--- config.mk ---
export PLATFORM = sky130hd
export DESIGN_NAME = dac_host_ctrl
export DESIGN_NICKNAME = d
export VERILOG_FILES = /design/src/hdl/dac_host_pkg.sv /design/src/hdl/ser_if.sv /design/src/hdl/ser_engine.sv /design/src/hdl/dac_host_ctrl.sv
export SDC_FILE = /design/constraint.sdc
export NUM_CORES = 1
export LEC_CHECK = 0
export ABC_CLOCK_PERIOD_IN_PS = 3010
export BUFFER_PORTS_ARGS = -buffer_cell sky130_fd_sc_hd__buf_2
export CAP_MARGIN = 20
export CORE_MARGIN = 3
export CORE_UTILIZATION = 63
export CTS_CLUSTER_SIZE = 8
export DETAILED_ROUTE_END_ITERATION = 10
export GPL_ROUTABILITY_DRIVEN = 1
export PLACE_DENSITY = 0.84
export SETUP_SLACK_MARGIN = 0.02
export SYNTH_ARGS = -nofsm -noshare
export SYNTH_HDL_FRONTEND = slang
export SYNTH_SLANG_ARGS = --single-unit
--- constraint.sdc ---
create_clock -name REF_CLK -period 3.01 [get_ports REF_CLK]
set_clock_uncertainty 0.05 [all_clocks]
set_input_delay 0.1505 -clock REF_CLK [delete_from_list [all_inputs] [get_ports REF_CLK]]
set_output_delay 0.1505 -clock REF_CLK [all_outputs]
set_load 0.005 [all_outputs]
--- src/hdl/dac_host_pkg.sv ---
// constants and types shared by the converter host controller
package dac_host_pkg;
    // timing
    localparam int REF_NS        = 40;
    localparam int RESET_MIN_NS  = 25;
    localparam int RESET_CYC     = (RESET_MIN_NS + REF_NS - 1) / REF_NS;
    localparam int CONV_PS       = 1000;
    localparam int SYNC_GAP_CONV = 50;
    localparam int GAP_CYC       = (SYNC_GAP_CONV * CONV_PS + REF_NS * 1000 - 1) / (REF_NS * 1000);
    localparam int DCLK_HALF     = 4;
    localparam int SCK_HALF      = 4;
    localparam int FRAME_BITS    = 16;
    // own register byte offsets
    localparam logic [3:0] OFS_CMD    = 4'h0;
    localparam logic [3:0] OFS_CTRL   = 4'h4;
    localparam logic [3:0] OFS_STAT   = 4'h8;
    localparam logic [3:0] OFS_SAMPLE = 4'hC;
    // field positions
    localparam int CMD_RD     = 15;
    localparam int CMD_ADDR   = 8;
    localparam int CTRL_SYNC  = 0;
    localparam int CTRL_DCLK  = 1;
    localparam int CTRL_SDO4  = 2;
    localparam int CTRL_RESET = 3;
    localparam int STAT_BUSY  = 0;
    localparam int STAT_RST   = 1;
    localparam int STAT_LOCK  = 2;
    localparam int STAT_SYNC  = 3;
    localparam int STAT_RDATA = 8;
    // values after reset and response codes
    localparam logic [31:0] CTRL_RST_VAL   = 32'h0000_0000;
    localparam logic [31:0] SAMPLE_RST_VAL = 32'h0000_0000;
    localparam logic [1:0]  RESP_OKAY      = 2'h0;
    localparam logic [1:0]  RESP_SLVERR    = 2'h2;
    // device register map reached over the serial port
    localparam logic [4:0] CTRL_REG_ADDR_01 = 5'h01, CTRL_REG_ADDR_02 = 5'h02, CTRL_REG_ADDR_03 = 5'h03;
    localparam logic [4:0] SELFTEST_RESULT_STATUS = 5'h04, CTRL_REG_ADDR_05 = 5'h05, CTRL_REG_ADDR_06 = 5'h06;
    localparam logic [4:0] CTRL_REG_ADDR_0C = 5'h0C, CTRL_REG_ADDR_0D = 5'h0D;
    localparam logic [4:0] SERIAL_OUT_SELECT_REG = 5'h0E, CTRL_REG_ADDR_0F = 5'h0F;

    typedef enum logic [1:0] {SER_IDLE, SER_SHIFT, SER_GAP} ser_state_e;
endpackage : dac_host_pkg

--- src/hdl/ser_if.sv ---
// command link between controller core and serial engine
`timescale 1ns/1ps
interface ser_if;
    logic       start;
    logic       rd;
    logic [4:0] addr;
    logic [7:0] wdata;
    logic       busy;
    logic       done;
    logic [7:0] rdata;
    logic       sdo_lvl;
    modport ctrl (output start, rd, addr, wdata, input busy, done, rdata, sdo_lvl);
    modport eng  (input start, rd, addr, wdata, output busy, done, rdata, sdo_lvl);
endinterface : ser_if

--- src/hdl/ser_engine.sv ---
// serial register port master: one instruction byte plus one data byte
`timescale 1ns/1ps
module ser_engine #(
    parameter int HALF = dac_host_pkg::SCK_HALF
) (
    input  wire logic clk,
    input  wire logic rst,
    ser_if.eng        bus,
    input  wire logic sdo4,
    input  wire logic sdio_i,
    input  wire logic sdo_i,
    output logic      sclk_ff,
    output logic      sen_n_ff,
    output logic      sdio_o_ff,
    output logic      sdio_oe_ff
);
    // synchronised input must settle between falling and next rising edge
    if (HALF < 3 || HALF > 256) begin : g_chk
        $error("HALF must be 3 to 256");
    end

    dac_host_pkg::ser_state_e state_ff;
    logic [15:0] shreg_ff;
    logic [7:0]  rx_ff;
    logic [7:0]  rdata_ff;
    logic [3:0]  bit_ff;
    logic [7:0]  div_ff;
    logic        rd_ff;
    logic        done_ff;
    logic [1:0]  sdio_s_ff;
    logic [1:0]  sdo_s_ff;
    logic [9:0]  frm_cnt_ff;
    logic        tick;

    always_ff @(posedge clk) begin
        sdio_s_ff <= {sdio_s_ff[0], sdio_i};
        sdo_s_ff  <= {sdo_s_ff[0], sdo_i};
    end

    assign tick        = (div_ff == 8'(HALF - 1));
    assign bus.busy    = (state_ff != dac_host_pkg::SER_IDLE);
    assign bus.done    = done_ff;
    assign bus.rdata   = rdata_ff;
    assign bus.sdo_lvl = sdo_s_ff[1];

    always_ff @(posedge clk) begin
        if (rst || state_ff == dac_host_pkg::SER_IDLE || tick) begin
            div_ff <= 8'h00;
        end else begin
            div_ff <= div_ff + 8'h01;
        end
    end

    always_ff @(posedge clk) begin
        done_ff <= 1'b0;
        if (rst) begin
            state_ff   <= dac_host_pkg::SER_IDLE;
            sclk_ff    <= 1'b0;
            sen_n_ff   <= 1'b1;
            sdio_o_ff  <= 1'b0;
            sdio_oe_ff <= 1'b0;
            shreg_ff   <= 16'h0000;
            rx_ff      <= 8'h00;
            rdata_ff   <= 8'h00;
            bit_ff     <= 4'h0;
            rd_ff      <= 1'b0;
        end else begin
            case (state_ff)
                dac_host_pkg::SER_IDLE: begin
                    if (bus.start) begin
                        shreg_ff   <= {bus.rd, 2'b00, bus.addr, bus.wdata};
                        rd_ff      <= bus.rd;
                        bit_ff     <= 4'hF;
                        sen_n_ff   <= 1'b0;
                        sdio_oe_ff <= 1'b1;
                        sdio_o_ff  <= bus.rd;
                        state_ff   <= dac_host_pkg::SER_SHIFT;
                    end
                end
                dac_host_pkg::SER_SHIFT: begin
                    if (tick && !sclk_ff) begin
                        sclk_ff <= 1'b1;
                        if (rd_ff && bit_ff < 4'h8) begin
                            rx_ff <= {rx_ff[6:0], sdo4 ? sdo_s_ff[1] : sdio_s_ff[1]};
                        end
                    end else if (tick) begin
                        sclk_ff <= 1'b0;
                        if (bit_ff == 4'h0) begin
                            sen_n_ff   <= 1'b1;
                            sdio_oe_ff <= 1'b0;
                            state_ff   <= dac_host_pkg::SER_GAP;
                        end else begin
                            bit_ff     <= bit_ff - 4'h1;
                            shreg_ff   <= {shreg_ff[14:0], 1'b0};
                            sdio_o_ff  <= shreg_ff[14];
                            // release the shared pin for the read data byte
                            sdio_oe_ff <= !rd_ff || bit_ff > 4'h8;
                        end
                    end
                end
                dac_host_pkg::SER_GAP: begin
                    if (tick) begin
                        rdata_ff <= rx_ff;
                        done_ff  <= 1'b1;
                        state_ff <= dac_host_pkg::SER_IDLE;
                    end
                end
                default: state_ff <= dac_host_pkg::SER_IDLE;
            endcase
        end
    end

    always_ff @(posedge clk) begin
        frm_cnt_ff <= sen_n_ff ? 10'h000 : frm_cnt_ff + 10'h001;
    end

    frame_length_a: assert property (@(posedge clk) disable iff (rst)
        $rose(sen_n_ff) |-> frm_cnt_ff == 10'(2 * dac_host_pkg::FRAME_BITS * HALF))
        else $error("serial frame length wrong");
    read_release_a: assert property (@(posedge clk) disable iff (rst)
        !sen_n_ff && rd_ff && bit_ff < 4'h8 |-> !sdio_oe_ff)
        else $error("pin driven during read data");
endmodule : ser_engine

--- src/hdl/dac_host_ctrl.sv ---
// host controller: AXI4-Lite registers, reset pulse, serial port, sync gate and sample drive
// Operation
// - host supplies a steady data clock; device loop skews it.
// - host programs loop frequency range before starting the loop.
// - host holds hardware reset low at least 25 ns before programming.
// - host sets restart, clears it, then polls lock until it reads 1.
// - data flows only while sync is held at 1.
// - host may send valid samples in the cycle sync rises.
// - multi-converter synchronisation uses the external sync pin only.
// - first step: clear resync disables, toggle common sync.
// - second step: wait 50 converter clocks, then raise and hold sync.
// - host resets, loads self-test values, raises sync, waits, reads flag.
// - host leaves self test by reset and reprogramming.
//
// Decided for this implementation: the AXI4-Lite register port.
`timescale 1ns/1ps
module dac_host_ctrl #(
    parameter int RESET_HOLD = dac_host_pkg::RESET_CYC,
    parameter int DCLK_DIV   = dac_host_pkg::DCLK_HALF,
    parameter int GAP        = dac_host_pkg::GAP_CYC
) (
    input  wire logic        REF_CLK,
    input  wire logic        RST,
    input  wire logic [3:0]  AWADDR,
    input  wire logic        AWVALID,
    output logic             AWREADY,
    input  wire logic [31:0] WDATA,
    input  wire logic [3:0]  WSTRB,
    input  wire logic        WVALID,
    output logic             WREADY,
    output logic [1:0]       BRESP,
    output logic             BVALID,
    input  wire logic        BREADY,
    input  wire logic [3:0]  ARADDR,
    input  wire logic        ARVALID,
    output logic             ARREADY,
    output logic [31:0]      RDATA,
    output logic [1:0]       RRESP,
    output logic             RVALID,
    input  wire logic        RREADY,
    output logic             HW_RESET_N,
    output logic             SCLK,
    output logic             SER_EN_N,
    output logic             SDIO_O,
    output logic             SDIO_OE,
    input  wire logic        SDIO_I,
    input  wire logic        SDO_I,
    output logic             SYNC_GATE,
    output logic             LVDS_DCLK,
    output logic [15:0]      SAMPLE_DATA
);
    if (RESET_HOLD < dac_host_pkg::RESET_CYC || GAP < dac_host_pkg::GAP_CYC || DCLK_DIV < 1
        || RESET_HOLD > 255 || GAP > 255 || DCLK_DIV > 255) begin : g_chk
        $error("parameter out of range");
    end

    ser_if sbus ();

    logic [31:0] cmd_ff;
    logic [31:0] ctrl_ff;
    logic [31:0] sample_ff;
    logic [3:0]  aw_addr_ff;
    logic [31:0] w_data_ff;
    logic [3:0]  w_strb_ff;
    logic        aw_got_ff;
    logic        w_got_ff;
    logic        start_ff;
    logic [7:0]  rst_cnt_ff;
    logic [7:0]  lo_cnt_ff;
    logic [7:0]  gap_cnt_ff;
    logic [7:0]  dclk_cnt_ff;
    logic        nxt_sync;
    logic        wr_fire;
    logic        wr_ok;
    logic [31:0] stat_val;

    function automatic logic mapped(input logic [3:0] a);
        mapped = (a[1:0] == 2'b00);
    endfunction : mapped

    function automatic logic [31:0] merge(input logic [31:0] old, input logic [31:0] nw, input logic [3:0] strb);
        for (int i = 0; i < 4; i++) begin
            merge[i*8 +: 8] = strb[i] ? nw[i*8 +: 8] : old[i*8 +: 8];
        end
    endfunction : merge

    assign wr_fire = aw_got_ff && w_got_ff && !BVALID;
    assign wr_ok   = mapped(aw_addr_ff);

    // write address and data taken in either order, answered once both are in
    always_ff @(posedge REF_CLK) begin
        if (RST) begin
            AWREADY   <= 1'b0;
            WREADY    <= 1'b0;
            aw_got_ff <= 1'b0;
            w_got_ff  <= 1'b0;
            BVALID    <= 1'b0;
            BRESP     <= dac_host_pkg::RESP_OKAY;
        end else begin
            AWREADY <= !aw_got_ff && !(AWVALID && AWREADY) && !BVALID;
            WREADY  <= !w_got_ff && !(WVALID && WREADY) && !BVALID;
            if (AWVALID && AWREADY) begin
                aw_got_ff  <= 1'b1;
                aw_addr_ff <= AWADDR;
            end
            if (WVALID && WREADY) begin
                w_got_ff  <= 1'b1;
                w_data_ff <= WDATA;
                w_strb_ff <= WSTRB;
            end
            if (wr_fire) begin
                BVALID    <= 1'b1;
                BRESP     <= wr_ok ? dac_host_pkg::RESP_OKAY : dac_host_pkg::RESP_SLVERR;
                aw_got_ff <= 1'b0;
                w_got_ff  <= 1'b0;
            end else if (BVALID && BREADY) begin
                BVALID <= 1'b0;
            end
        end
    end

    // register stores; a command is refused while the engine or the reset pulse is busy
    always_ff @(posedge REF_CLK) begin
        start_ff <= 1'b0;
        if (RST) begin
            cmd_ff    <= 32'h0000_0000;
            ctrl_ff   <= dac_host_pkg::CTRL_RST_VAL;
            sample_ff <= dac_host_pkg::SAMPLE_RST_VAL;
        end else if (wr_fire && wr_ok) begin
            case (aw_addr_ff)
                dac_host_pkg::OFS_CMD: begin
                    if (!sbus.busy && !start_ff && rst_cnt_ff == 8'h00) begin
                        cmd_ff   <= merge(cmd_ff, w_data_ff, w_strb_ff);
                        start_ff <= 1'b1;
                    end
                end
                dac_host_pkg::OFS_CTRL: begin
                    ctrl_ff <= merge(ctrl_ff, w_data_ff, w_strb_ff);
                    ctrl_ff[dac_host_pkg::CTRL_RESET] <= 1'b0;
                end
                dac_host_pkg::OFS_SAMPLE: sample_ff <= merge(sample_ff, w_data_ff, w_strb_ff);
                default: ;
            endcase
        end
    end

    assign sbus.start = start_ff;
    assign sbus.rd    = cmd_ff[dac_host_pkg::CMD_RD];
    assign sbus.addr  = cmd_ff[dac_host_pkg::CMD_ADDR +: 5];
    assign sbus.wdata = cmd_ff[7:0];

    // hardware reset pulse; the device needs it before any programming
    always_ff @(posedge REF_CLK) begin
        if (RST) begin
            rst_cnt_ff <= 8'h00;
            HW_RESET_N <= 1'b1;
        end else if (wr_fire && aw_addr_ff == dac_host_pkg::OFS_CTRL && w_strb_ff[0]
                     && w_data_ff[dac_host_pkg::CTRL_RESET] && rst_cnt_ff == 8'h00
                     && !sbus.busy && !start_ff) begin
            // refused mid-frame, a cut frame would leave the device half written
            rst_cnt_ff <= 8'(RESET_HOLD);
            HW_RESET_N <= 1'b0;
        end else if (rst_cnt_ff > 8'h01) begin
            rst_cnt_ff <= rst_cnt_ff - 8'h01;
        end else if (rst_cnt_ff == 8'h01 && !sbus.busy) begin
            rst_cnt_ff <= 8'h00;
            HW_RESET_N <= 1'b1;
        end
    end

    // sync pin only follows software after the spacing needed between toggles
    always_comb begin
        nxt_sync = SYNC_GATE;
        if (ctrl_ff[dac_host_pkg::CTRL_SYNC] != SYNC_GATE && gap_cnt_ff >= 8'(GAP)) begin
            nxt_sync = ctrl_ff[dac_host_pkg::CTRL_SYNC];
        end
    end

    always_ff @(posedge REF_CLK) begin
        if (RST) begin
            SYNC_GATE   <= 1'b0;
            gap_cnt_ff  <= 8'h00;
            SAMPLE_DATA <= 16'h0000;
        end else begin
            SYNC_GATE   <= nxt_sync;
            gap_cnt_ff  <= (nxt_sync != SYNC_GATE) ? 8'h00 : (gap_cnt_ff == 8'hFF ? 8'hFF : gap_cnt_ff + 8'h01);
            // samples leave with the same edge that raises sync
            SAMPLE_DATA <= nxt_sync ? sample_ff[15:0] : 16'h0000;
        end
    end

    // free-running data clock while enabled; loop needs it steady
    always_ff @(posedge REF_CLK) begin
        if (RST || !ctrl_ff[dac_host_pkg::CTRL_DCLK]) begin
            dclk_cnt_ff <= 8'h00;
            LVDS_DCLK   <= 1'b0;
        end else if (dclk_cnt_ff == 8'(DCLK_DIV - 1)) begin
            dclk_cnt_ff <= 8'h00;
            LVDS_DCLK   <= !LVDS_DCLK;
        end else begin
            dclk_cnt_ff <= dclk_cnt_ff + 8'h01;
        end
    end

    always_comb begin
        stat_val = 32'h0000_0000;
        stat_val[dac_host_pkg::STAT_BUSY] = sbus.busy || start_ff;
        stat_val[dac_host_pkg::STAT_RST]  = rst_cnt_ff != 8'h00;
        stat_val[dac_host_pkg::STAT_LOCK] = sbus.sdo_lvl;
        stat_val[dac_host_pkg::STAT_SYNC] = SYNC_GATE;
        stat_val[dac_host_pkg::STAT_RDATA +: 8] = sbus.rdata;
    end

    always_ff @(posedge REF_CLK) begin
        if (RST) begin
            ARREADY <= 1'b0;
            RVALID  <= 1'b0;
            RDATA   <= 32'h0000_0000;
            RRESP   <= dac_host_pkg::RESP_OKAY;
        end else if (ARVALID && ARREADY) begin
            ARREADY <= 1'b0;
            RVALID  <= 1'b1;
            RRESP   <= mapped(ARADDR) ? dac_host_pkg::RESP_OKAY : dac_host_pkg::RESP_SLVERR;
            case (ARADDR)
                dac_host_pkg::OFS_CMD:    RDATA <= cmd_ff;
                dac_host_pkg::OFS_CTRL:   RDATA <= ctrl_ff;
                dac_host_pkg::OFS_STAT:   RDATA <= stat_val;
                dac_host_pkg::OFS_SAMPLE: RDATA <= sample_ff;
                default:                  RDATA <= 32'h0000_0000;
            endcase
        end else if (RVALID && RREADY) begin
            RVALID <= 1'b0;
        end else begin
            ARREADY <= !RVALID;
        end
    end

    ser_engine #(.HALF(dac_host_pkg::SCK_HALF)) u_eng (
        .clk        (REF_CLK),
        .rst        (RST),
        .bus        (sbus),
        .sdo4       (ctrl_ff[dac_host_pkg::CTRL_SDO4]),
        .sdio_i     (SDIO_I),
        .sdo_i      (SDO_I),
        .sclk_ff    (SCLK),
        .sen_n_ff   (SER_EN_N),
        .sdio_o_ff  (SDIO_O),
        .sdio_oe_ff (SDIO_OE)
    );

    always_ff @(posedge REF_CLK) begin
        lo_cnt_ff <= HW_RESET_N ? 8'h00 : lo_cnt_ff + 8'h01;
    end

    reset_width_a: assert property (@(posedge REF_CLK) disable iff (RST)
        $rose(HW_RESET_N) |-> lo_cnt_ff >= 8'(RESET_HOLD))
        else $error("reset pulse too short");
    no_cmd_reset_a: assert property (@(posedge REF_CLK) disable iff (RST)
        !HW_RESET_N |-> SER_EN_N)
        else $error("serial frame during reset");
    sync_gap_a: assert property (@(posedge REF_CLK) disable iff (RST)
        $changed(SYNC_GATE) |-> $past(gap_cnt_ff) >= 8'(GAP))
        else $error("sync toggled too soon");
    sample_gate_a: assert property (@(posedge REF_CLK) disable iff (RST)
        !SYNC_GATE |-> SAMPLE_DATA == 16'h0000)
        else $error("samples sent with sync low");
    sample_align_a: assert property (@(posedge REF_CLK) disable iff (RST)
        $rose(SYNC_GATE) |-> SAMPLE_DATA == $past(sample_ff[15:0]))
        else $error("first sample not with sync rise");
    dclk_period_a: assert property (@(posedge REF_CLK) disable iff (RST)
        $changed(LVDS_DCLK) && ctrl_ff[dac_host_pkg::CTRL_DCLK] |-> $past(dclk_cnt_ff) == 8'(DCLK_DIV - 1))
        else $error("data clock half period wrong");
    cmd_refused_a: assert property (@(posedge REF_CLK) disable iff (RST)
        sbus.busy |-> !sbus.start)
        else $error("serial start while busy");
    bresp_hold_a: assert property (@(posedge REF_CLK) disable iff (RST)
        BVALID && !BREADY |=> BVALID && $stable(BRESP))
        else $error("write response dropped");
endmodule : dac_host_ctrl

=== Word level (Yosys, flattened, before mapping) ===
Index checks and enable logic that the tools add are counted.

* Flip-flop bits (word level): 276
* Output and inout bits: 64
* Logic and storage cells: 217

* Add/subtract/negate cells: 5
* $lt $le $gt $ge: 4
* Eq/ne operators: 20
* Multiplexer cells: 50
* Bitwise logic cells: 4
* Reduce and logical (&&, ||, !) cells: 87

{| class="wikitable"
|+ Operators with widths
! kind !! count
|-
| case mux 32 bit (4 select lines) || 1
|-
| 2-to-1 mux 15 bit || 4
|-
| case mux 15 bit (2 select lines) || 1
|-
| AND reduction 3 bit || 9
|-
| 2-to-1 mux 1 bit || 25
|-
| adder 8 x 1 -> 8 bit, second input constant || 3
|-
| logical AND 1 bit || 24
|-
| 2-to-1 mux 8 bit || 3
|-
| AND reduction 4 bit || 5
|-
| == test 8 x 2 -> 1 bit, second input constant || 2
|-
| 2-to-1 mux 4 bit || 4
|-
| AND reduction 5 bit || 3
|-
| 2-to-1 mux 2 bit || 7
|-
| nonzero test 2 bit || 7
|-
| == test 4 bit, second input constant || 3
|-
| logical NOT 1 bit || 12
|-
| logical NOT 4 bit || 3
|-
| AND reduction 2 bit || 6
|-
| OR reduction 2 bit || 6
|-
| == test 4 x 3 -> 1 bit, second input constant || 2
|-
| == test 8 x 1 -> 1 bit, second input constant || 1
|-
| == test 8 bit, second input constant || 1
|-
| greater-or-equal comparator 8 x 2 -> 1 bit, second input constant || 1
|-
| > comparator 8 x 1 -> 1 bit, second input constant || 1
|-
| other kinds (19) || 36
|}

=== Longest topological paths before layout ===
Gate-level depths: netlist (run 1).

* Word-level depth: 10
* Depth in mapped cells: 8

=== Hierarchy ===
A second synthesis (run 1) with hierarchy kept.

* Cells, all modules: 1022
* Area, all modules: 10772.8 um^2

{| class="wikitable"
|+ By module, submodules not included
! module !! instances !! cells each !! area an instance (um^2) !! sequential area each (um^2)
|-
| dac_host_ctrl || 1 || 794 || 8390.5 || 4804.6
|-
| ser_engine || 1 || 228 || 2382.3 || 1101.1
|}

=== Worst setup path before layout (run 1) ===
OpenSTA, ideal clock, no wires.

* Path type: register to register
* From: reg u_eng.bit_ff[0]
* To: reg u_eng.bit_ff[3]
* Library setup time: 0.074 ns
* Data arrival time: 1.889 ns
* Required time: 2.886 ns
* Setup slack: 0.996 ns
* Stages on the path, launching flop included: 8
* Path buffers: 1
* Cells stage by stage: dfxtp_1 inv_1 ha_1 and4bb_1 or3_1 buf_2 or4_1 a31oi_1

* Longest elaborated chain between the ends: 5
* Elaborated cells between the ends (all ways): 8
* Those cells by class: 1 x add/sub; 1 x eq/ne; 4 x mux; 2 x reduce/logical

{| class="wikitable"
|+ RTL lines
! element !! RTL line !! text
|-
| start: declaration || ser_engine.sv:26 || <nowiki>logic [3:0] bit_ff;</nowiki>
|-
| start signal: assignment || ser_engine.sv:93 || <nowiki>bit_ff <= bit_ff - 4'h1;</nowiki>
|-
| subtractor 4 x 1 -> 4 bit || ser_engine.sv:93 ||
|-
| 2-to-1 mux 4 bit || ser_engine.sv:88 || <nowiki>if (bit_ff == 4'h0) begin</nowiki>
|-
| 2-to-1 mux 4 bit || ser_engine.sv:86 || <nowiki>end else if (tick) begin</nowiki>
|-
| 2-to-1 mux 4 bit || ser_engine.sv:81 || <nowiki>if (tick && !sclk_ff) begin</nowiki>
|-
| case mux 4 bit (2 select lines) || ser_engine.sv:68 || <nowiki>case (state_ff)</nowiki>
|}

Parallel ways exist; a longest one is shown, timed or not. The select of a mux whose other input is x is not followed.
A chain may end at the register's enable or synchronous reset.

=== Worst setup path in the final report (run 1) ===
* From: reg gap_cnt_ff[0]
* To: reg SAMPLE_DATA[11]

* Longest elaborated chain between the ends: 5

{| class="wikitable"
|+ RTL lines
! element !! RTL line !! text
|-
| start: declaration || dac_host_ctrl.sv:70 || <nowiki>logic [7:0] gap_cnt_ff;</nowiki>
|-
| start signal: assignment || dac_host_ctrl.sv:186 || <nowiki>gap_cnt_ff <= (nxt_sync != SYNC_GATE) ? 8'h00 : (gap_cnt_ff == 8'hFF ? 8'hFF : gap_cnt_ff + 8'h01);</nowiki>
|-
| greater-or-equal comparator 8 x 2 -> 1 bit || dac_host_ctrl.sv:174 || <nowiki>if (ctrl_ff[dac_host_pkg::CTRL_SYNC] != SYNC_GATE && gap_cnt_ff >= 8'(GAP)) begin</nowiki>
|-
| logical AND 1 bit || dac_host_ctrl.sv:174 ||
|-
| 2-to-1 mux 1 bit || dac_host_ctrl.sv:174 ||
|-
| inverter 1 bit (no source line) || n/a ||
|-
| OR reduction 2 bit (no source line) || n/a ||
|-
| end signal: assignment || dac_host_ctrl.sv:188 || <nowiki>SAMPLE_DATA <= nxt_sync ? sample_ff[15:0] : 16'h0000;</nowiki>
|-
| end: declaration || dac_host_ctrl.sv:50 || <nowiki>output logic [15:0] SAMPLE_DATA</nowiki>
|}

No other way between the ends.

==> results of run 1 <==
==> power groups by stage <==
stage	logic, mW	clock network (mW)	registers (mW)
floorplan	0.414	0	3.94
global route	0.671	4.17	3.90
detailed placement	0.540	0	3.96
global placement	0.528	0	3.95
CTS	0.597	3.98	3.89
finish	0.610	4.00	3.89
==> sequential cells by signal, indices dropped and copies added, names as in the netlist, 2 cells and up <==
name	cells
gap_cnt_ff	8
cmd_ff	32
aw_addr_ff	4
rst_cnt_ff	8
SAMPLE_DATA	16
RDATA	32
sample_ff	32
u_eng.bus.rdata	8
ctrl_ff	31
u_eng.sdo_s_ff	2
u_eng.sdio_s_ff	2
w_data_ff	32
u_eng.div_ff	8
u_eng.state_ff	2
u_eng.bit_ff	4
u_eng.shreg_ff	15
u_eng.rx_ff	8
w_strb_ff	4
dclk_cnt_ff	8
==> metrics by stage <==
| stage | std cells | instance area [um^2] | hold slack [ps] | setup WS, ps | total power [mW] |
|---|---|---|---|---|---|
| finish | 1425 | 13000 | 47.5 | 561 | 8.50 |
| global route | 1424 | 13000 | 49.6 | 467 | 8.74 |
| CTS | 1424 | 13000 | 7.26 | 595 | 8.47 |
| detailed placement | 1314 | 11400 | 205 | 642 | 4.50 |
| global placement | 1314 | 11400 | 205 | 748 | 4.48 |
| floorplan | 1030 | 10600 | 128 | 996 | 4.35 |
==> cells in the mapped netlist, types with 4 or more instances <==
cell	count	area [um^2]
a21oi_1	74	370
a22o_1	32	280
a311oi_1	15	131
a31oi_1	5	31.3
and2_1	21	131
and3_1	11	68.8
buf_2	10	50.1
clkbuf_1	51	191
dfxtp_1	234	4680
edfxtp_1	40	1200
ha_1	7	87.6
inv_1	14	52.6
mux2i_1	92	921
mux4_2	10	225
nand2_1	72	270
nand2b_1	4	25.0
nand3_1	37	185
nand4_1	32	200
nor2_1	106	398
nor2b_1	6	37.5
nor3_1	12	60.1
nor4_1	5	31.3
o21ai_0	61	305
o31ai_1	4	30.0
or3_1	4	25.0
or4_1	5	37.5
xnor2_1	7	61.3
xor2_1	14	123
==> worst paths after layout <==
check,depth (start not counted),slack [ps],endpoint
worst min-delay path,3,50,RDATA[24]$_SDFFE_PP0P_
worst min register to register,0,270,u_eng.sdo_s_ff[1]$_DFF_P_
worst max-delay path,6,560,SAMPLE_DATA[11]$_SDFF_PP0_
worst max register to register,6,560,SAMPLE_DATA[11]$_SDFF_PP0_
==> critical path, stage by stage, from the launching register on <==
cell	delay, ps
dfxtp_1	390
inv_1	70
ha_1	190
or4_1	440
or3_1	380
a21oi_2	630
and2_1	230
==> cells by family (layout without fill, tap and decap cells) <==
| family | Yosys count | count (layout) |
|---|---|---|
| AND/OR/NAND/NOR | 334 | 334 |
| flip-flops | 274 | 274 |
| AO/OA/AOI/OAI | 205 | 205 |
| multiplexers | 105 | 105 |
| buffers and inverters | 81 | 259 |
| XOR/XNOR | 21 | 21 |
| adder cells (fa/ha/maj) | 8 | 8 |
| other | 1 | 3 |
==> repair_timing <==
action / in CTS / in global routing
hold endpoints to repair: 51 / 0
endpoints found under the setup margin: 0 / 0
hold buffers: 50 / 0
==> layer usage <==
metal | vias up | GRT usage, %
li1 | 4021 | -
met1 | 4235 | 38.3
met2 | 457 | 50.7
met3 | 83 | 5.16
met4 | 0 | 13.6
met5 | - | 0
==> area by class of cell <==
type	instances	area [um^2]
multi-input cells	675	4400
well taps	216	270
flip-flops and latches	274	5890
diodes	1	2.50
repair buffers	185	1260
clock buffers	59	1090
inverters	14	52.6
fillers	943	3200
clock inverters	1	8.76
==> cell usage in the layout, fill, tap and decap left out, types with 18 or more instances in the layout <==
cell type      count
dlygate4sd3_1     50
buf_4             20
edfxtp_1          40
a22o_1            32
and2_1            21
clkbuf_16         41
o21ai_0           61
dfxtp_1          234
nor2_1           106
mux2i_1           92
nand4_1           32
nand3_1           37
buf_2            113
a21oi_1           73
nand2_1           72
clkbuf_1          18
==> impl_metrics.toml, run 1 <==
[status]
outcome = "complete, no violations"

[timing]
period_minus_slack_ps = 2450
tightest_slew_ps = 916
final-max-slew-violation-count = 0
hold_violations = 0
fin_crit_sh_pct = 81.4
setup_violations = 0
slew_headroom_pct = 38.9
grt_setup_unrepaired = "no"
fmax_mhz = 408
setup_tns_ps = 0

[cells_and_area]
syn_to_final_growth_pct = 22.4
final_util_pct = 80.2
drive_gt1_share_pct = 16.9
final_nets = 1250

[place]
routabilityCongestion = 0.866
dpl.hpwl_um = 16000
port-buffer-count = 114

[critical_path]
startpoint = "gap_cnt_ff[0]$_SDFF_PP0_"
crit_required_ps = 3400
reg2reg_from = "gap_cnt_ff[0]$_SDFF_PP0_"
worstSetupStartpointType = "flop"
critPathKind = "reg -> reg"
cp_max_fo = 17
end_kind = "flop"
cp.arrival_ps = 2840

[clocking]
worstSkewPairLatency_ps = 510
cts_tree = "done"
ctsResizeCount = 0
postCtsSetupBuffers = 0
path_clk_slew_ps = 50
htreeDepth = 2
cts_root_buf = "clkbuf_16"
cts.sinks = 274
numCtsBuffers = 40
clockBufferDepth = 3

[floorplanning]
fp-row-count = 46
initial_utilization_pct = 65.5
die_h_um = 136
die_x_um = 136
die-area_um2 = 18400
core_area_um2 = 16200
io_pins = 117

[drt]
vias = 8796
drtIter0Drc = 893
dr_wl_met3_um = 2090
wl_per_cell_um = 19.7
post-route-drc-count = 0
met2_length_um = 13700
first_pass_iters = 6
wl_um = 28000
detail-route-antenna-nets = 0
wl_met1_um = 11200
vias_per_cell = 6.17
dr.max_layer_used = "met4"

[global_route]
grt_max_degree = 65
grt_pass1_vias = 8698
grt_pass1_wl_um = 44700
grt_usage_pct = 30.2
antenna_found_initial = 0
gr-total-overflow = 0

[run]
maxCapViolCount = 0

[min_path]
min_path_type = "in -> reg"
min_from = "ARADDR[1]"

[power]
p_seq_share_pct = 45.8
comb_power_share_pct = 7.2
leakagePower_nw = 5.39
p_int_mw = 6.54
pwr-share-clk_pct = 47.0
power.density_nw_per_um2 = 655
power.share.switching_pct = 23.0
p_switching_mw = 1.96
ir_drop_mv = 0.450

[synth]
ys_ff_latch = 274
synth_ff_type = "dfxtp_1"
ys_types = 55
synth_top_family_by_area = "simple AND/OR/NAND/NOR gates"
yosys_warnings = 0
synthSimpleGateAreaFrac_pct = 15.6
syn_inst = 1029
synth_fa_ha_area_share_pct = 0.921
synth_area_um2 = 10600
synth_compound_area_share_pct = 11.9
synthXorXnorAreaFrac_pct = 1.74
ys_seq_area_share_pct = 55.5
syn_area_per_cell_um2 = 10.3
async_flop_share_pct = 0
synthMuxAreaShare_pct = 11.1
synth-edff-count = 40
Note: power is estimated with default switching activity, not from simulation.
==> run 2: changes to the inputs <==
- ABC_CLOCK_PERIOD_IN_PS: 3010 -> 2180
- CORE_UTILIZATION: 63 -> 52
- PLACE_DENSITY: 0.84 -> 0.74
- clock period: 3.01 -> 2.18 ns (I/O delays scaled with it)
==> impl_metrics.toml, run 2 (same netlist as run 1, synthesis figures left out) <==
[status]
outcome = "complete, no violations"

[place]
port-buffer-count = 114
place_inst = 1384
dpl.hpwl_um = 16500
routabilityCongestion = 0.818

[cells_and_area]
drive_gt1_share_pct = 18.8
final_util_pct = 67.4
final_common_cell = "dfxtp_1"
final_nets = 1270
n_antenna_cell = 0
mostFrequentLayoutCells = "dfxtp_1 (232), buf_2 (113), nor2_1 (106), mux2i_1 (92), a21oi_1 (73)"
syn_to_final_growth_pct = 25.4
final_cells = 1497

[global_route]
gr-total-overflow = 0
grt_usage_pct = 23.2
antenna_found_initial = 0
grt_pass1_wl_um = 42000
grt_max_degree = 89
grt_pass1_vias = 8130

[critical_path]
critPathKind = "reg -> reg"
max_stage_delay_ps = 580
worstSetupStartpointType = "flop"
critPathSlowestCell = "and3b_1"
crit_chain = "and3b_1, nand3_1, o21ai_0, a21oi_1"
crit_required_ps = 2480
path_delay_family = "simple AND/OR/NAND/NOR gates"
cp.arrival_ps = 2310
worst-path-buf-inv = 0
end_kind = "flop"
cp_max_fo = 13

[drt]
wl_per_cell_um = 17.5
vias = 8398
post-route-drc-count = 0
vias_per_cell = 5.61
detail-route-antenna-nets = 0
wl_um = 26200
drtIter0Drc = 595
first_pass_iters = 5

[floorplanning]
io_pins = 117
core_area_um2 = 19700
initial_utilization_pct = 53.8
die-area_um2 = 22100
die_x_um = 149
fp-row-count = 51
die_h_um = 149

[timing]
slew_headroom_pct = 55.0
hold_violations = 0
period_minus_slack_ps = 2020
grt_setup_unrepaired = "no"
fin_crit_sh_pct = 92.5
final-max-slew-violation-count = 0
setup_tns_ps = 0
tightest_slew_ps = 675
fmax_mhz = 496
setup_violations = 0

[power]
power.density_nw_per_um2 = 888
leakagePower_nw = 5.53
ir_drop_mv = 0.591
total_power_mw = 11.8

[clocking]
cts.sinks = 274
cts_root_buf = "clkbuf_16"
postCtsSetupBuffers = 0
clockBufferDepth = 3
worstSkewPairLatency_ps = 510
cts_tree = "done"
htreeDepth = 2
path_clk_slew_ps = 50
numCtsBuffers = 40

[min_path]
min_path_type = "in -> reg"

[run]
maxCapViolCount = 0
run 2: cell types whose count changed in the layout (fill, tap and decap cells not counted), moves of 2 or more:
cell and delta:
buf_4 +18, buf_12 +3, clkbuf_1 +2, dfxtp_1 -2, dfxtp_2 +2
run 2: power by group:
group / total [mW] / internal [mW] / switching [mW]
registers: 5.38 / 5.25 / 0.129
clock network: 5.58 / 3.51 / 2.07
logic: 0.856 / 0.396 / 0.460
run 2: layout make-up:
cell class / count / area [um^2]
Clock buffer: 62 / 1130
Multi-Input combinational cell: 675 / 4430
Inverter: 14 / 52.6
Fill cell: 1439 / 6420
Timing Repair Buffer: 205 / 1440
Tap cell: 265 / 332
Clock inverter: 2 / 25.0
Sequential cell: 274 / 5890
run 2: timing repair:
item / in CTS / in global routing
gates resized for setup: 0 / 6
endpoints found under the hold margin: 50 / 0
endpoints found under the setup margin: 0 / 47
hold buffers: 49 / 0
run 2: layer usage:
metal | up-vias | wire length, um | track usage [%]
met3 | 51 | 1620 | 3.86
met1 | 3988 | 11700 | 32.4
met5 | - | 0 | 0
li1 | 4065 | - | -
met4 | 0 | 563 | 6.91
met2 | 294 | 12300 | 37.6
run 2: worst reg2reg max path, cell delays in order (launching register included):
cell,delay [ps]
dfxtp_1,380
and3b_1,590
nand3_1,380
o21ai_0,340
a21oi_1,130
run 2: final timing paths:
| path | slack (ps) | depth (start not counted) | start | endpoint |
|---|---|---|---|---|
| max | 160 | 4 | BVALID$_SDFFE_PP0P_ | cmd_ff[30]$_SDFFE_PP0P_ |
| max reg2reg | 160 | 4 | BVALID$_SDFFE_PP0P_ | cmd_ff[30]$_SDFFE_PP0P_ |
| min | 100 | 4 | RST | HW_RESET_N$_SDFFE_PP1P_ |
| min reg2reg | 280 | 0 | u_eng.sdo_s_ff[0]$_DFF_P_ | u_eng.sdo_s_ff[1]$_DFF_P_ |
run 2: through the flow:
step	setup slack, ps	instance area [um^2]	hold slack (ps)
after floorplan	166	10600	86.7
after global placement	138	11600	164
after detailed placement	64.7	11600	164
after CTS	43.9	13300	74.7
after global routing	18.5	13300	83.5
final	164	13300	95.3
==> run 3: changes to the inputs <==
--- a/constraint.sdc
+++ b/constraint.sdc
@@ -3,3 +3,3 @@
 set_input_delay 0.109 -clock REF_CLK [delete_from_list [all_inputs] [get_ports REF_CLK]]
 set_output_delay 0.109 -clock REF_CLK [all_outputs]
-set_load 0.005 [all_outputs]
+set_load 0.1 [all_outputs]
==> impl_metrics.toml, run 3 (same netlist as run 1, synthesis figures left out) <==
[critical_path]
worstSetupStartpointType = "flop"
reg2reg_depth = 6
reg2reg_setup_slack_ps = 70
cp_max_fo = 8
end_kind = "flop"
r2r_end = "u_eng.bit_ff[3]$_SDFFE_PP0P_"
reg2reg_from = "u_eng.bit_ff[0]$_SDFFE_PP0P_"
crit_required_ps = 2570
critPathKind = "reg -> reg"
cp.arrival_ps = 2490
startpoint = "u_eng.bit_ff[0]$_SDFFE_PP0P_"

[power]
comb_power_share_pct = 8.1
p_seq_share_pct = 45.5
p_int_mw = 9.06
leakagePower_nw = 5.52
ir_drop_mv = 0.667
total_power_mw = 11.8
power.share.switching_pct = 23.4
p_switching_mw = 2.76
pwr-share-clk_pct = 46.4
power.density_nw_per_um2 = 893

[place]
place_area_um2 = 11600
place_inst = 1386
dpl.hpwl_um = 16400
port-buffer-count = 114
routabilityCongestion = 0.850
pre_cts_ws_ps = 36.1

[clocking]
htreeDepth = 2
numCtsBuffers = 40
path_clk_slew_ps = 50
cts_root_buf = "clkbuf_16"
cts.sinks = 274
clockBufferDepth = 3
postCtsSetupBuffers = 0
worstSkewPairLatency_ps = 520
cts_tree = "done"

[timing]
timing.hold.ws_ps = 185
setup_violations = 0
slew_headroom_pct = 38.7
final-max-slew-violation-count = 0
tightest_slew_ps = 920
fmax_mhz = 474
setup_tns_ps = 0
setup_ws_ps = 71.1
grt_setup_unrepaired = "yes"
period_minus_slack_ps = 2110
hold_violations = 0
fin_crit_sh_pct = 96.7

[global_route]
grt_pass1_wl_um = 42000
grt_usage_pct = 23.2
grt_max_degree = 82
grt_pass1_vias = 8222
gr-total-overflow = 0
antenna_found_initial = 0

[floorplanning]
die_h_um = 149
core_area_um2 = 19700
die-area_um2 = 22100
fp-row-count = 51
io_pins = 117
die_x_um = 149
initial_utilization_pct = 53.8

[drt]
wl_per_cell_um = 17.5
vias = 8501
detail-route-antenna-nets = 0
vias_per_cell = 5.69
first_pass_iters = 5
drtIter0Drc = 690
post-route-drc-count = 0
wl_um = 26200

[min_path]
worstHoldPathCells = 2
holdPathEnd = "u_eng.sdio_s_ff[0]$_DFF_P_"
min_from = "SDIO_I"
min_path_type = "in -> reg"

[cells_and_area]
fill_cells = 1470
final_util_pct = 67.2
mostFrequentLayoutCells = "dfxtp_1 (231), buf_2 (113), nor2_1 (106), mux2i_1 (92), a21oi_1 (73)"
final_nets = 1273
finalInstanceArea_um2 = 13200
final_common_cell = "dfxtp_1"
final_cells = 1495
n_antenna_cell = 0
syn_to_final_growth_pct = 24.9
drive_gt1_share_pct = 19.1

[run]
maxCapViolCount = 0

[status]
outcome = "complete, no violations"
-- run 3: cell types whose count changed in the layout (fill, tap and decap cells not counted), moves of 2 or more --
| cell | previous run | this run |
|---|---|---|
| clkbuf_1 | 20 | 15 |
| buf_4 | 38 | 42 |
| buf_12 | 5 | 3 |
| inv_6 | 0 | 2 |
-- run 3: how the worst max path moves through the flow --
stage,cells after the start,endpoint
final,6,u_eng.bit_ff[3]$_SDFFE_PP0P_
after floorplan,1,w_data_ff[0]$_DFFE_PP_
after CTS,6,u_eng.bit_ff[3]$_SDFFE_PP0P_
after global routing,6,u_eng.bit_ff[3]$_SDFFE_PP0P_
after global placement,6,u_eng.bit_ff[3]$_SDFFE_PP0P_
after detailed placement,6,u_eng.bit_ff[3]$_SDFFE_PP0P_
-- run 3: worst max-delay path, stage by stage, from the launching register on --
cell	delay, ps
dfxtp_1	370
inv_1	60
ha_1	210
and4bb_1	220
or3_4	410
or4_1	530
a31oi_1	170
-- run 3: cell type report --
type / count / area, um^2 / share of cell area [%]
inverter: 14 / 52.6 / 0.397
clock inverter: 3 / 26.3 / 0.198
clock buffer: 56 / 1080 / 8.17
timing repair buffer: 208 / 1440 / 10.9
sequential: 274 / 5890 / 44.5
tap: 265 / 332 / 2.50
multi-input combinational: 675 / 4420 / 33.4
-- run 3: per-layer routing --
layer	GRT usage [%]	wire length [um]
met1	31.1	11300
met2	38.3	12500
met3	3.80	1590
met4	8.42	770
met5	0	0
-- run 3: power groups by stage --
stage | Sequential, mW | Combinational (mW) | Clock, mW
floorplan | 5.50 | 0.587 | 0
global placement | 5.46 | 0.857 | 0
detailed placement | 5.47 | 0.872 | 0
CTS | 5.37 | 0.949 | 5.57
global route | 5.38 | 1.06 | 5.80
finish | 5.37 | 0.959 | 5.49
-- run 3: repair_timing --
action	4_1_cts	5_1_grt
hold endpoints to repair	50	0
endpoints found under the setup margin	0	26
resized for setup	0	4
hold buffers	50	0
